## src/include/pti_pkg.sv

```systemverilog
// constants, types and descriptor decoding shared by the traffic injector
// assumes one clock, an APB-style programming port and an AHB-style manager port
package pti_pkg;

	// ==========================================================
	// register map
	localparam logic [7:0] OFS_CONFIG = 8'h00;
	localparam logic [7:0] OFS_FEED = 8'hFC;

	// configuration register fields
	localparam int CFG_ENABLE = 0;
	localparam int CFG_SWCLEAR = 1;
	localparam int CFG_LOOP = 2;
	localparam int CFG_HALT_NET = 3;
	localparam int CFG_HALT_INT = 4;
	localparam int CFG_HALT_CMP = 5;
	localparam int CFG_RUNNING = 7;
	localparam int CFG_F_DESC = 8;
	localparam int CFG_F_NET = 9;
	localparam int CFG_F_INT = 10;
	localparam int CFG_F_CMP = 11;
	localparam int CFG_F_HALT = 12;
	localparam int CFG_COUNT_LSB = 24;

	// ==========================================================
	// descriptor buffer
	localparam int BUF_DEPTH = 64;
	localparam int PTR_W = 6;
	localparam int CNT_W = 7;

	// ==========================================================
	// first descriptor word
	localparam int DW_IRQ = 0;
	localparam int DW_KIND_LSB = 1;
	localparam int DW_FINAL = 5;
	localparam int DW_REP_LSB = 8;
	localparam int DW_AMT_LSB = 16;
	localparam logic [31:0] DESC_END_MARK = 32'h0000_0020;

	localparam logic [3:0] K_WAIT = 4'h0;
	localparam logic [3:0] K_FETCH = 4'h1;
	localparam logic [3:0] K_STORE = 4'h2;
	localparam logic [3:0] K_FETCH_FIX = 4'h3;
	localparam logic [3:0] K_STORE_FIX = 4'h4;

	// ==========================================================
	// manager port encodings
	localparam logic [1:0] TR_IDLE = 2'h0;
	localparam logic [1:0] TR_NONSEQ = 2'h2;
	localparam logic [1:0] TR_SEQ = 2'h3;
	localparam logic [2:0] BURST_SINGLE = 3'h0;
	localparam logic [2:0] BURST_INCR = 3'h1;
	localparam logic [2:0] SIZE_WORD = 3'h2;
	localparam logic [31:0] ADDR_STEP = 32'h0000_0004;

	// ==========================================================
	// state
	typedef enum logic [2:0] {
		S_IDLE = 3'h0,
		S_FETCH = 3'h1,
		S_DECODE = 3'h2,
		S_RUN = 3'h3,
		S_DONE = 3'h4
	} pti_state_t;

	typedef struct packed {
		pti_state_t st;
		logic [PTR_W-1:0] ptr;
		logic [31:0] w0;
		logic [31:0] base;
		logic [31:0] addr;
		logic [7:0] rep;
		logic [15:0] beats;
		logic [15:0] wcnt;
		logic first;
		logic en;
		logic loop;
		logic hNet;
		logic hInt;
		logic hCmp;
		logic fDesc;
		logic fNet;
		logic fInt;
		logic fCmp;
		logic fHalt;
		logic dataPh;
		logic [31:0] haddr;
		logic [1:0] htrans;
		logic hwrite;
		logic [2:0] hburst;
		logic [31:0] hwdata;
		logic [31:0] prdata;
		logic pready;
		logic pslverr;
	} pti_regs_t;

	localparam pti_regs_t REGS_RST = '0;

	// ==========================================================
	// descriptor kind decoding
	function automatic logic kindTraffic(input logic [3:0] k);
		kindTraffic = (k == K_FETCH) || (k == K_STORE) || (k == K_FETCH_FIX) || (k == K_STORE_FIX);
	endfunction : kindTraffic

	function automatic logic kindFixed(input logic [3:0] k);
		kindFixed = (k == K_FETCH_FIX) || (k == K_STORE_FIX);
	endfunction : kindFixed

	function automatic logic kindWrite(input logic [3:0] k);
		kindWrite = (k == K_STORE) || (k == K_STORE_FIX);
	endfunction : kindWrite

endpackage : pti_pkg
```

## src/design/pti_desc_buffer.sv

```systemverilog
// descriptor buffer: words appended in order, two read ports for word pairs
// assumes writes arrive only from the programming port of the injector
`timescale 1ns/1ps
module pti_desc_buffer (
	// clock and reset
	input wire logic clk_sys,
	input wire logic rst,
	input wire logic clear,
	// append side
	input wire logic wrEn,
	input wire logic [31:0] wrData,
	output logic full,
	output logic [pti_pkg::CNT_W-1:0] wordCount,
	// fetch side
	input wire logic [pti_pkg::PTR_W-1:0] rdAddr,
	output logic [31:0] rdWord0,
	output logic [31:0] rdWord1
);

	// ==========================================================
	// storage; contents need no reset, the count alone marks what is valid
	logic [31:0] mem [pti_pkg::BUF_DEPTH];
	logic [pti_pkg::CNT_W-1:0] count_r;
	logic [pti_pkg::PTR_W-1:0] rdAddr1;

	assign full = (count_r == pti_pkg::CNT_W'(pti_pkg::BUF_DEPTH));
	assign wordCount = count_r;
	assign rdAddr1 = rdAddr + pti_pkg::PTR_W'(1);
	assign rdWord0 = mem[rdAddr];
	assign rdWord1 = mem[rdAddr1];

	always_ff @(posedge clk_sys or posedge rst) begin
		if (rst) begin
			count_r <= '0;
		end else if (clear) begin
			count_r <= '0;
		end else if (wrEn && !full) begin
			count_r <= count_r + pti_pkg::CNT_W'(1);
		end
	end

	always_ff @(posedge clk_sys) begin
		if (wrEn && !full && !clear) begin
			mem[count_r[pti_pkg::PTR_W-1:0]] <= wrData;
		end
	end

endmodule : pti_desc_buffer

```

## src/design/pti_injector.sv

```systemverilog
// programmable traffic injector: descriptor pipeline driving one manager port
// assumes a single clock shared by programming and injection ports
`timescale 1ns/1ps
module pti_injector (
	// clock and reset
	input wire logic clk_sys,
	input wire logic rst,
	// programming port
	input wire logic psel,
	input wire logic penable,
	input wire logic pwrite,
	input wire logic [7:0] paddr,
	input wire logic [31:0] pwdata,
	output logic [31:0] prdata,
	output logic pready,
	output logic pslverr,
	// injection port
	output logic [31:0] haddr,
	output logic [1:0] htrans,
	output logic hwrite,
	output logic [2:0] hsize,
	output logic [2:0] hburst,
	output logic [31:0] hwdata,
	input wire logic hready,
	input wire logic hresp,
	input wire logic [31:0] hrdata
);

	// ==========================================================
	// state and descriptor buffer
	pti_pkg::pti_regs_t s, n;
	logic bufFull;
	logic [pti_pkg::CNT_W-1:0] bufCount;
	logic [31:0] word0;
	logic [31:0] word1;
	logic feedWr;
	logic clrReq;
	logic setupPh;
	logic [3:0] kind;
	logic [3:0] newKind;
	logic netEv;
	logic intEv;
	logic cmpEv;
	logic descEv;
	logic haltNow;
	logic canIssue;
	logic [31:0] cfgRd;
	logic [17:0] beatsWide;

	// read data is ignored: traffic is generated for its timing only
	logic unusedRd;
	assign unusedRd = ^hrdata;

	assign setupPh = psel && !penable;
	assign feedWr = setupPh && pwrite && (paddr == pti_pkg::OFS_FEED) && !bufFull;
	assign clrReq = setupPh && pwrite && (paddr == pti_pkg::OFS_CONFIG)
		&& pwdata[pti_pkg::CFG_SWCLEAR];
	assign kind = s.w0[pti_pkg::DW_KIND_LSB +: 4];
	assign newKind = word0[pti_pkg::DW_KIND_LSB +: 4];

	pti_desc_buffer u_buf (
		.clk_sys(clk_sys),
		.rst(rst),
		.clear(clrReq),
		.wrEn(feedWr),
		.wrData(pwdata),
		.full(bufFull),
		.wordCount(bufCount),
		.rdAddr(s.ptr),
		.rdWord0(word0),
		.rdWord1(word1)
	);

	// ==========================================================
	// configuration readback
	always_comb begin
		cfgRd = '0;
		cfgRd[pti_pkg::CFG_ENABLE] = s.en;
		cfgRd[pti_pkg::CFG_LOOP] = s.loop;
		cfgRd[pti_pkg::CFG_HALT_NET] = s.hNet;
		cfgRd[pti_pkg::CFG_HALT_INT] = s.hInt;
		cfgRd[pti_pkg::CFG_HALT_CMP] = s.hCmp;
		cfgRd[pti_pkg::CFG_RUNNING] = (s.st != pti_pkg::S_IDLE);
		cfgRd[pti_pkg::CFG_F_DESC] = s.fDesc;
		cfgRd[pti_pkg::CFG_F_NET] = s.fNet;
		cfgRd[pti_pkg::CFG_F_INT] = s.fInt;
		cfgRd[pti_pkg::CFG_F_CMP] = s.fCmp;
		cfgRd[pti_pkg::CFG_F_HALT] = s.fHalt;
		cfgRd[pti_pkg::CFG_COUNT_LSB +: pti_pkg::CNT_W] = bufCount;
	end

	// ==========================================================
	// events seen this cycle
	// first cycle of a two-cycle error answer
	assign netEv = s.dataPh && hresp && !hready;
	assign intEv = (s.st == pti_pkg::S_DECODE) && (kind != pti_pkg::K_WAIT)
		&& !pti_pkg::kindTraffic(kind);
	assign descEv = (s.st == pti_pkg::S_DONE) && (!s.dataPh || hready);
	assign cmpEv = descEv && (s.w0[pti_pkg::DW_FINAL] || (s.st == pti_pkg::S_DONE
		&& {1'b0, s.ptr} >= bufCount && s.ptr == '0 && bufCount == '0));
	assign haltNow = (netEv && s.hNet) || (intEv && s.hInt) || (cmpEv && s.hCmp);
	assign canIssue = (s.st == pti_pkg::S_RUN) && pti_pkg::kindTraffic(kind)
		&& (s.beats != '0) && !clrReq && !haltNow && !netEv;
	// two spare bits so a full 16-bit amount still rounds up to whole words
	assign beatsWide = 18'(s.w0[pti_pkg::DW_AMT_LSB +: 16]) + 18'h00003;

	// ==========================================================
	// next state
	always_comb begin
		n = s;
		n.pready = 1'b0;
		n.pslverr = 1'b0;

		// programming port, answered without wait states
		if (setupPh) begin
			n.pready = 1'b1;
			n.prdata = '0;
			if (paddr == pti_pkg::OFS_CONFIG) begin
				if (pwrite) begin
					n.en = pwdata[pti_pkg::CFG_ENABLE];
					n.loop = pwdata[pti_pkg::CFG_LOOP];
					n.hNet = pwdata[pti_pkg::CFG_HALT_NET];
					n.hInt = pwdata[pti_pkg::CFG_HALT_INT];
					n.hCmp = pwdata[pti_pkg::CFG_HALT_CMP];
					n.fDesc = s.fDesc && !pwdata[pti_pkg::CFG_F_DESC];
					n.fNet = s.fNet && !pwdata[pti_pkg::CFG_F_NET];
					n.fInt = s.fInt && !pwdata[pti_pkg::CFG_F_INT];
					n.fCmp = s.fCmp && !pwdata[pti_pkg::CFG_F_CMP];
					n.fHalt = s.fHalt && !pwdata[pti_pkg::CFG_F_HALT];
				end else begin
					n.prdata = cfgRd;
				end
			end else if (paddr == pti_pkg::OFS_FEED) begin
				n.pslverr = pwrite && bufFull;
			end else begin
				n.pslverr = 1'b1;
			end
		end

		// descriptor pipeline
		case (s.st)
			pti_pkg::S_IDLE: begin
				if (s.en) begin
					n.ptr = '0;
					n.st = pti_pkg::S_FETCH;
				end
			end
			pti_pkg::S_FETCH: begin
				if ({1'b0, s.ptr} >= bufCount) begin
					// ran past the loaded words: close the pattern
					n.w0 = pti_pkg::DESC_END_MARK;
					n.st = pti_pkg::S_DONE;
				end else begin
					n.w0 = word0;
					n.base = word1;
					if (pti_pkg::kindTraffic(newKind)) begin
						n.ptr = s.ptr + pti_pkg::PTR_W'(2);
					end else begin
						n.ptr = s.ptr + pti_pkg::PTR_W'(1);
					end
					n.st = pti_pkg::S_DECODE;
				end
			end
			pti_pkg::S_DECODE: begin
				n.rep = s.w0[pti_pkg::DW_REP_LSB +: 8];
				n.beats = beatsWide[17:2];
				n.wcnt = s.w0[pti_pkg::DW_AMT_LSB +: 16];
				n.addr = s.base;
				n.first = 1'b1;
				if (intEv) begin
					n.st = pti_pkg::S_DONE;
				end else begin
					n.st = pti_pkg::S_RUN;
				end
			end
			pti_pkg::S_RUN: begin
				if (pti_pkg::kindTraffic(kind)) begin
					if (canIssue && hready) begin
						n.beats = s.beats - 16'h0001;
						n.first = 1'b0;
						if (!pti_pkg::kindFixed(kind)) begin
							n.addr = s.addr + pti_pkg::ADDR_STEP;
						end
					end else if (s.beats == '0 && hready) begin
						if (s.rep != '0) begin
							n.rep = s.rep - 8'h01;
							n.beats = beatsWide[17:2];
							n.addr = s.base;
							n.first = 1'b1;
						end else begin
							n.st = pti_pkg::S_DONE;
						end
					end
				end else if (s.wcnt != '0) begin
					n.wcnt = s.wcnt - 16'h0001;
				end else if (s.rep != '0) begin
					n.rep = s.rep - 8'h01;
					n.wcnt = s.w0[pti_pkg::DW_AMT_LSB +: 16];
				end else begin
					n.st = pti_pkg::S_DONE;
				end
			end
			pti_pkg::S_DONE: begin
				// last data phase must end before the descriptor counts as done
				if (descEv) begin
					if (cmpEv) begin
						if (s.loop) begin
							n.ptr = '0;
							n.st = pti_pkg::S_FETCH;
						end else begin
							n.en = 1'b0;
							n.st = pti_pkg::S_IDLE;
						end
					end else begin
						n.st = pti_pkg::S_FETCH;
					end
				end
			end
			default: begin
				n.st = pti_pkg::S_IDLE;
			end
		endcase

		// software may stop a running pattern
		if (!n.en && s.st != pti_pkg::S_IDLE) begin
			n.st = pti_pkg::S_IDLE;
		end

		// halt wins over looping
		if (haltNow) begin
			n.en = 1'b0;
			n.st = pti_pkg::S_IDLE;
		end

		// manager port: address and data phases overlap for back-to-back beats
		if (netEv) begin
			// cancel the pending address phase during the error answer
			n.htrans = pti_pkg::TR_IDLE;
		end else if (hready) begin
			n.dataPh = (s.htrans != pti_pkg::TR_IDLE);
			if (s.htrans != pti_pkg::TR_IDLE && s.hwrite) begin
				n.hwdata = s.haddr;
			end
			if (canIssue) begin
				n.haddr = s.addr;
				n.hwrite = pti_pkg::kindWrite(kind);
				// bursts restart at 1 KB boundaries to stay legal
				if (s.first || pti_pkg::kindFixed(kind) || s.addr[9:0] == '0) begin
					n.htrans = pti_pkg::TR_NONSEQ;
				end else begin
					n.htrans = pti_pkg::TR_SEQ;
				end
				if (pti_pkg::kindFixed(kind)) begin
					n.hburst = pti_pkg::BURST_SINGLE;
				end else begin
					n.hburst = pti_pkg::BURST_INCR;
				end
			end else begin
				n.htrans = pti_pkg::TR_IDLE;
			end
		end

		// software clear: transfers already on the bus finish normally
		if (clrReq) begin
			n.st = pti_pkg::REGS_RST.st;
			n.ptr = '0;
			n.w0 = '0;
			n.rep = '0;
			n.beats = '0;
			n.wcnt = '0;
			n.en = 1'b0;
			n.loop = 1'b0;
			n.hNet = 1'b0;
			n.hInt = 1'b0;
			n.hCmp = 1'b0;
			n.fDesc = 1'b0;
			n.fNet = 1'b0;
			n.fInt = 1'b0;
			n.fCmp = 1'b0;
			n.fHalt = 1'b0;
		end

		// hardware events win over a clear in the same cycle
		if (descEv && s.w0[pti_pkg::DW_IRQ]) begin
			n.fDesc = 1'b1;
		end
		if (netEv) begin
			n.fNet = 1'b1;
		end
		if (intEv) begin
			n.fInt = 1'b1;
		end
		if (cmpEv) begin
			n.fCmp = 1'b1;
		end
		if (haltNow) begin
			n.fHalt = 1'b1;
		end
	end

	always_ff @(posedge clk_sys or posedge rst) begin
		if (rst) begin
			s <= pti_pkg::REGS_RST;
		end else begin
			s <= n;
		end
	end

	// ==========================================================
	// outputs straight from state, hsize tied to SIZE_WORD
	assign prdata = s.prdata;
	assign pready = s.pready;
	assign pslverr = s.pslverr;
	assign haddr = s.haddr;
	assign htrans = s.htrans;
	assign hwrite = s.hwrite;
	assign hsize = pti_pkg::SIZE_WORD;
	assign hburst = s.hburst;
	assign hwdata = s.hwdata;

endmodule : pti_injector

```

## config.mk

```make
export PLATFORM = sky130hd
export DESIGN_NAME = pti_injector
export DESIGN_NICKNAME = d
export VERILOG_FILES = /design/src/include/pti_pkg.sv /design/src/design/pti_desc_buffer.sv /design/src/design/pti_injector.sv
export SDC_FILE = /design/constraint.sdc
export NUM_CORES = 2
export LEC_CHECK = 0
export BUFFER_PORTS_ARGS = -buffer_cell sky130_fd_sc_hd__buf_2
export CAP_MARGIN = 20
export CORE_MARGIN = 5
export CORE_UTILIZATION = 23
export CTS_CLUSTER_DIAMETER = 80
export DETAILED_ROUTE_END_ITERATION = 10
export PLACE_DENSITY_LB_ADDON = 0.05
export REMOVE_ABC_BUFFERS = 1
export SYNTH_ARGS = -nofsm -noshare
export SYNTH_HDL_FRONTEND = slang
export SYNTH_SLANG_ARGS = --single-unit
```

## constraint.sdc

```tcl
create_clock -name clk_sys -period 11.96 [get_ports clk_sys]
set_input_delay 1.196 -clock clk_sys [delete_from_list [all_inputs] [get_ports clk_sys]]
set_output_delay 1.196 -clock clk_sys [all_outputs]
set_load 0.03 [all_outputs]
```

==> flow_summary.yaml <==
outcome:
  outcome: "finished, final reports clean"
setup_path:
  crit_type: "reg -> reg"
  critPathTopFamily: "buffers and inverters"
  crit_chain: "buf_12 -> buf_4 -> buf_4 -> buf_12 -> mux4_2 -> mux4_2 -> mux4_2 -> mux2_2"
  path_buf_inv: 4
  start_kind: "flip-flop"
  ff2ff_path_depth: 8
  cp.depth: 8
  critical_path.endpoint_type: "flip-flop"
  cp_slowest_stage_delay_ns: 0.85
  crit_path_top_delay_cell: "dfrtp_4"
  crit_path_frequent_cell: "mux4_2"
  worstPathArrival_ns: 7.09
  path_max_fanout: 118
  required_ns: 12.76
sta:
  slew_viol_final: 0
  hold_viol_final: 0
  fmax_mhz: 159
  relSlewSlack: 0.232
  worstMarginPinSlew_ns: 1.15
  min_period_over_period: 0.526
  rsz0062_at_grt: "false"
  clock_skew_ns: 0.0400
  finalCriticalPeriod_ns: 6.29
  finalHoldWorstSlack_ns: 0.306
  setup_violations: 0
floorplan:
  die_h_um: 688
  core_um2: 459000
  num_io_pins: 186
  start_util: 0.231
  num_rows: 249
  die_area_um2: 474000
  die_w_um: 688
power:
  p_comb_frac: 0.430
  power_uw: 32400
  power.density_nw_per_um2: 261
  seq_power_share: 0.293
  netSwitchingPower_uw: 12300
  clockPowerShare: 0.277
  power.leakage_uw: 0.0403
  ir_worst_vdd_v: 0.000324
  internal_power_uw: 20100
  swShare: 0.379
final_layout:
  finish.instance_area_um2: 124000
  syn_to_final_growth_pct: 17.3
  drive_above_1_share: 0.322
  nets: 6009
synthesis:
  netlist_instances: 5741
  async_reset_ff_frac: 0.109
  synth-xor-area-share: 0.00157
  synth.avg_cell_area_um2: 18.4
  synth-edff-count: 2048
  syn_area_um2: 106000
  synth_top_area_frac: 0.581
  yosys_most_used_dff: "edfxtp_1"
  ys_warn_count: 0
  synth_compound_area_frac: 0.0465
  yosysSeqAreaShare: 0.640
  yosysTopAreaCell: "edfxtp_1"
  yosys_register_bits: 2298
  yosysUniqueCellTypes: 72
  synthMuxAreaShare: 0.251
  synth_top_family_by_area: "multiplexers"
  ys_top_cells_by_area: "edfxtp_1 58%, mux4_2 22%, dfrtp_1 5.9%"
  synthSimpleGateAreaFrac: 0.0318
  synthAdderAreaFrac: 0.00189
clock_tree:
  path_clk_slew_ns: 0.05
  cts.sinks: 2298
  cts_tree: "yes"
  ctsResizeCount: 0
  cts_buffers: 304
  cts_setup_buffers: 0
  htree_num_levels: 5
  root_buffer: "clkbuf_16"
  clk_latency_ns: 0.93
  cts.path.max_buffers: 4
  ctsHoldBuffers: 0
placed_design:
  post_dp_cell_area_um2: 114000
  hpwl_um: 269000
  gp_congestion: 0.728
  io_buffers: 134
route:
  via_count: 61100
  dr.pass1.iters: 5
  viasPerCell: 4.96
  drc: 0
  wl_per_cell_um: 37.2
  routed_wl_um: 459000
  ant_nets: 0
  drtIter0Drc: 6047
global_route:
  globalRouteOverflowTotal: 0
  antenna_found_initial: 52
  track_usage: 0.189
  grt_max_degree: 119
  grt_pass1_vias: 62000
  grt_first_pass_wirelength_um: 605000
min_path:
  hp-class: "in -> async"
flow_run:
  maxCapViolCount: 0
==> cells in the mapped netlist (18+ instances only) <==
cell         n
edfxtp_1  2048
mux4_2    1030
nand2_1    364
mux2i_1    265
dfrtp_1    250
clkbuf_1   235
o21ai_0    195
nor2_1     155
buf_4      136
buf_2      113
a21oi_1    107
o22ai_1     81
a221oi_1    69
mux2_2      66
a211oi_1    55
and2_1      54
o221ai_1    47
a221o_1     43
nand3_1     41
nor3_1      32
buf_1       31
inv_1       31
a22oi_1     20
a22o_1      18
nand2b_1    18
==> layout by cell type, fill, tap and decap left out, types with 11 or more instances in the layout <==
master and instances:
edfxtp_1 2048, mux4_2 1030, nand2_1 363, clkbuf_16 313, mux2i_1 265, dfrtp_1 244
buf_4 205, o21ai_0 185, buf_2 134, a21oi_1 105, nor2_1 89, clkbuf_1 82
o22ai_1 81, a221oi_1 69, mux2_2 66, nor2_4 66, clkinv_1 56, a211oi_1 55
and2_1 52, o221ai_1 47, a221o_1 43, nand3_1 41, clkinv_2 38, buf_12 37
nor3_1 31, inv_1 28, o21ai_1 23, diode_2 22, a22oi_1 20, conb_1 19
a22o_1 18, nand2b_1 17, bufinv_16 17, nor4_1 16, ha_1 15, and3_1 13
clkbuf_8 12, inv_6 11
==> layer usage <==
metal | track usage | share of wire
met5 | 0 | 0.000059
met4 | 0.0464 | 0.027
met3 | 0.0282 | 0.051
met2 | 0.312 | 0.48
met1 | 0.262 | 0.44
==> state kept, by name (all words and copies together) (netlist names) <==
name and cells:
pready 1, hwdata 32, pslverr 1, kind 4, cfgRd 10, htrans 2, u_buf.wordCount 7, hwrite 1
hburst 1, s 141, haddr 32, u_buf.mem 2048, prdata 18
==> cells by family (layout without fill, tap and decap cells) <==
logic type,count (synthesis),after routing
xor gates and xnor gates,19,19
and+or+nand+nor,752,752
DFF,2298,2298
AOI/OAI and AO/OA,731,731
buffers and inverters,562,956
other,2,41
muxes,1361,1361
adders and majority gates,16,16
==> final cells by class <==
| cell class | count | area [um^2] |
|---|---|---|
| fillers | 45900 | 335000 |
| well taps | 6149 | 7690 |
| multi-input cells | 2898 | 35900 |
| clock inverters | 137 | 1260 |
| repair buffers | 378 | 2980 |
| flip-flops and latches | 2298 | 67800 |
| clock buffers | 407 | 8310 |
| diodes | 22 | 55.1 |
| inverters | 34 | 145 |
==> per-stage QoR <==
stage | util | setup WS [ns] | setup TNS [ns] | cells
after floorplan | - | -38.02 | -2328.92 | 5230
after global placement | 0.248 | 4.98 | 0 | 11700
after detailed placement | 0.249 | 5.53 | 0 | 11700
after CTS | 0.270 | 5.50 | 0 | 12300
after global routing | 0.270 | 5.31 | 0 | 12300
final | 0.270 | 5.67 | 0 | 12300
==> final timing paths <==
| kind | from | endpoint | slack [ns] |
|---|---|---|---|
| max | s[252] | s[201] | 5.67 |
| min | rst | s[162] | 0.31 |
| max reg2reg | s[252] | s[201] | 5.67 |
| min reg2reg | prdata[29] | prdata[29] | 0.48 |
| max in group asynchronous | rst | s[121] | 9.54 |
| min in group clk_sys | prdata[29] | prdata[29] | 0.48 |
==> power by group through the flow <==
stage / clock network [uW] / registers (uW) / logic [uW]
final: 8980 / 9510 / 13900
after global placement: 0 / 9680 / 14300
after global routing: 9600 / 9540 / 14700
after CTS: 9280 / 9510 / 14300
after floorplan: 0 / 9920 / 10900
after detailed placement: 0 / 9670 / 14300
(Power assumes the default switching activity.)
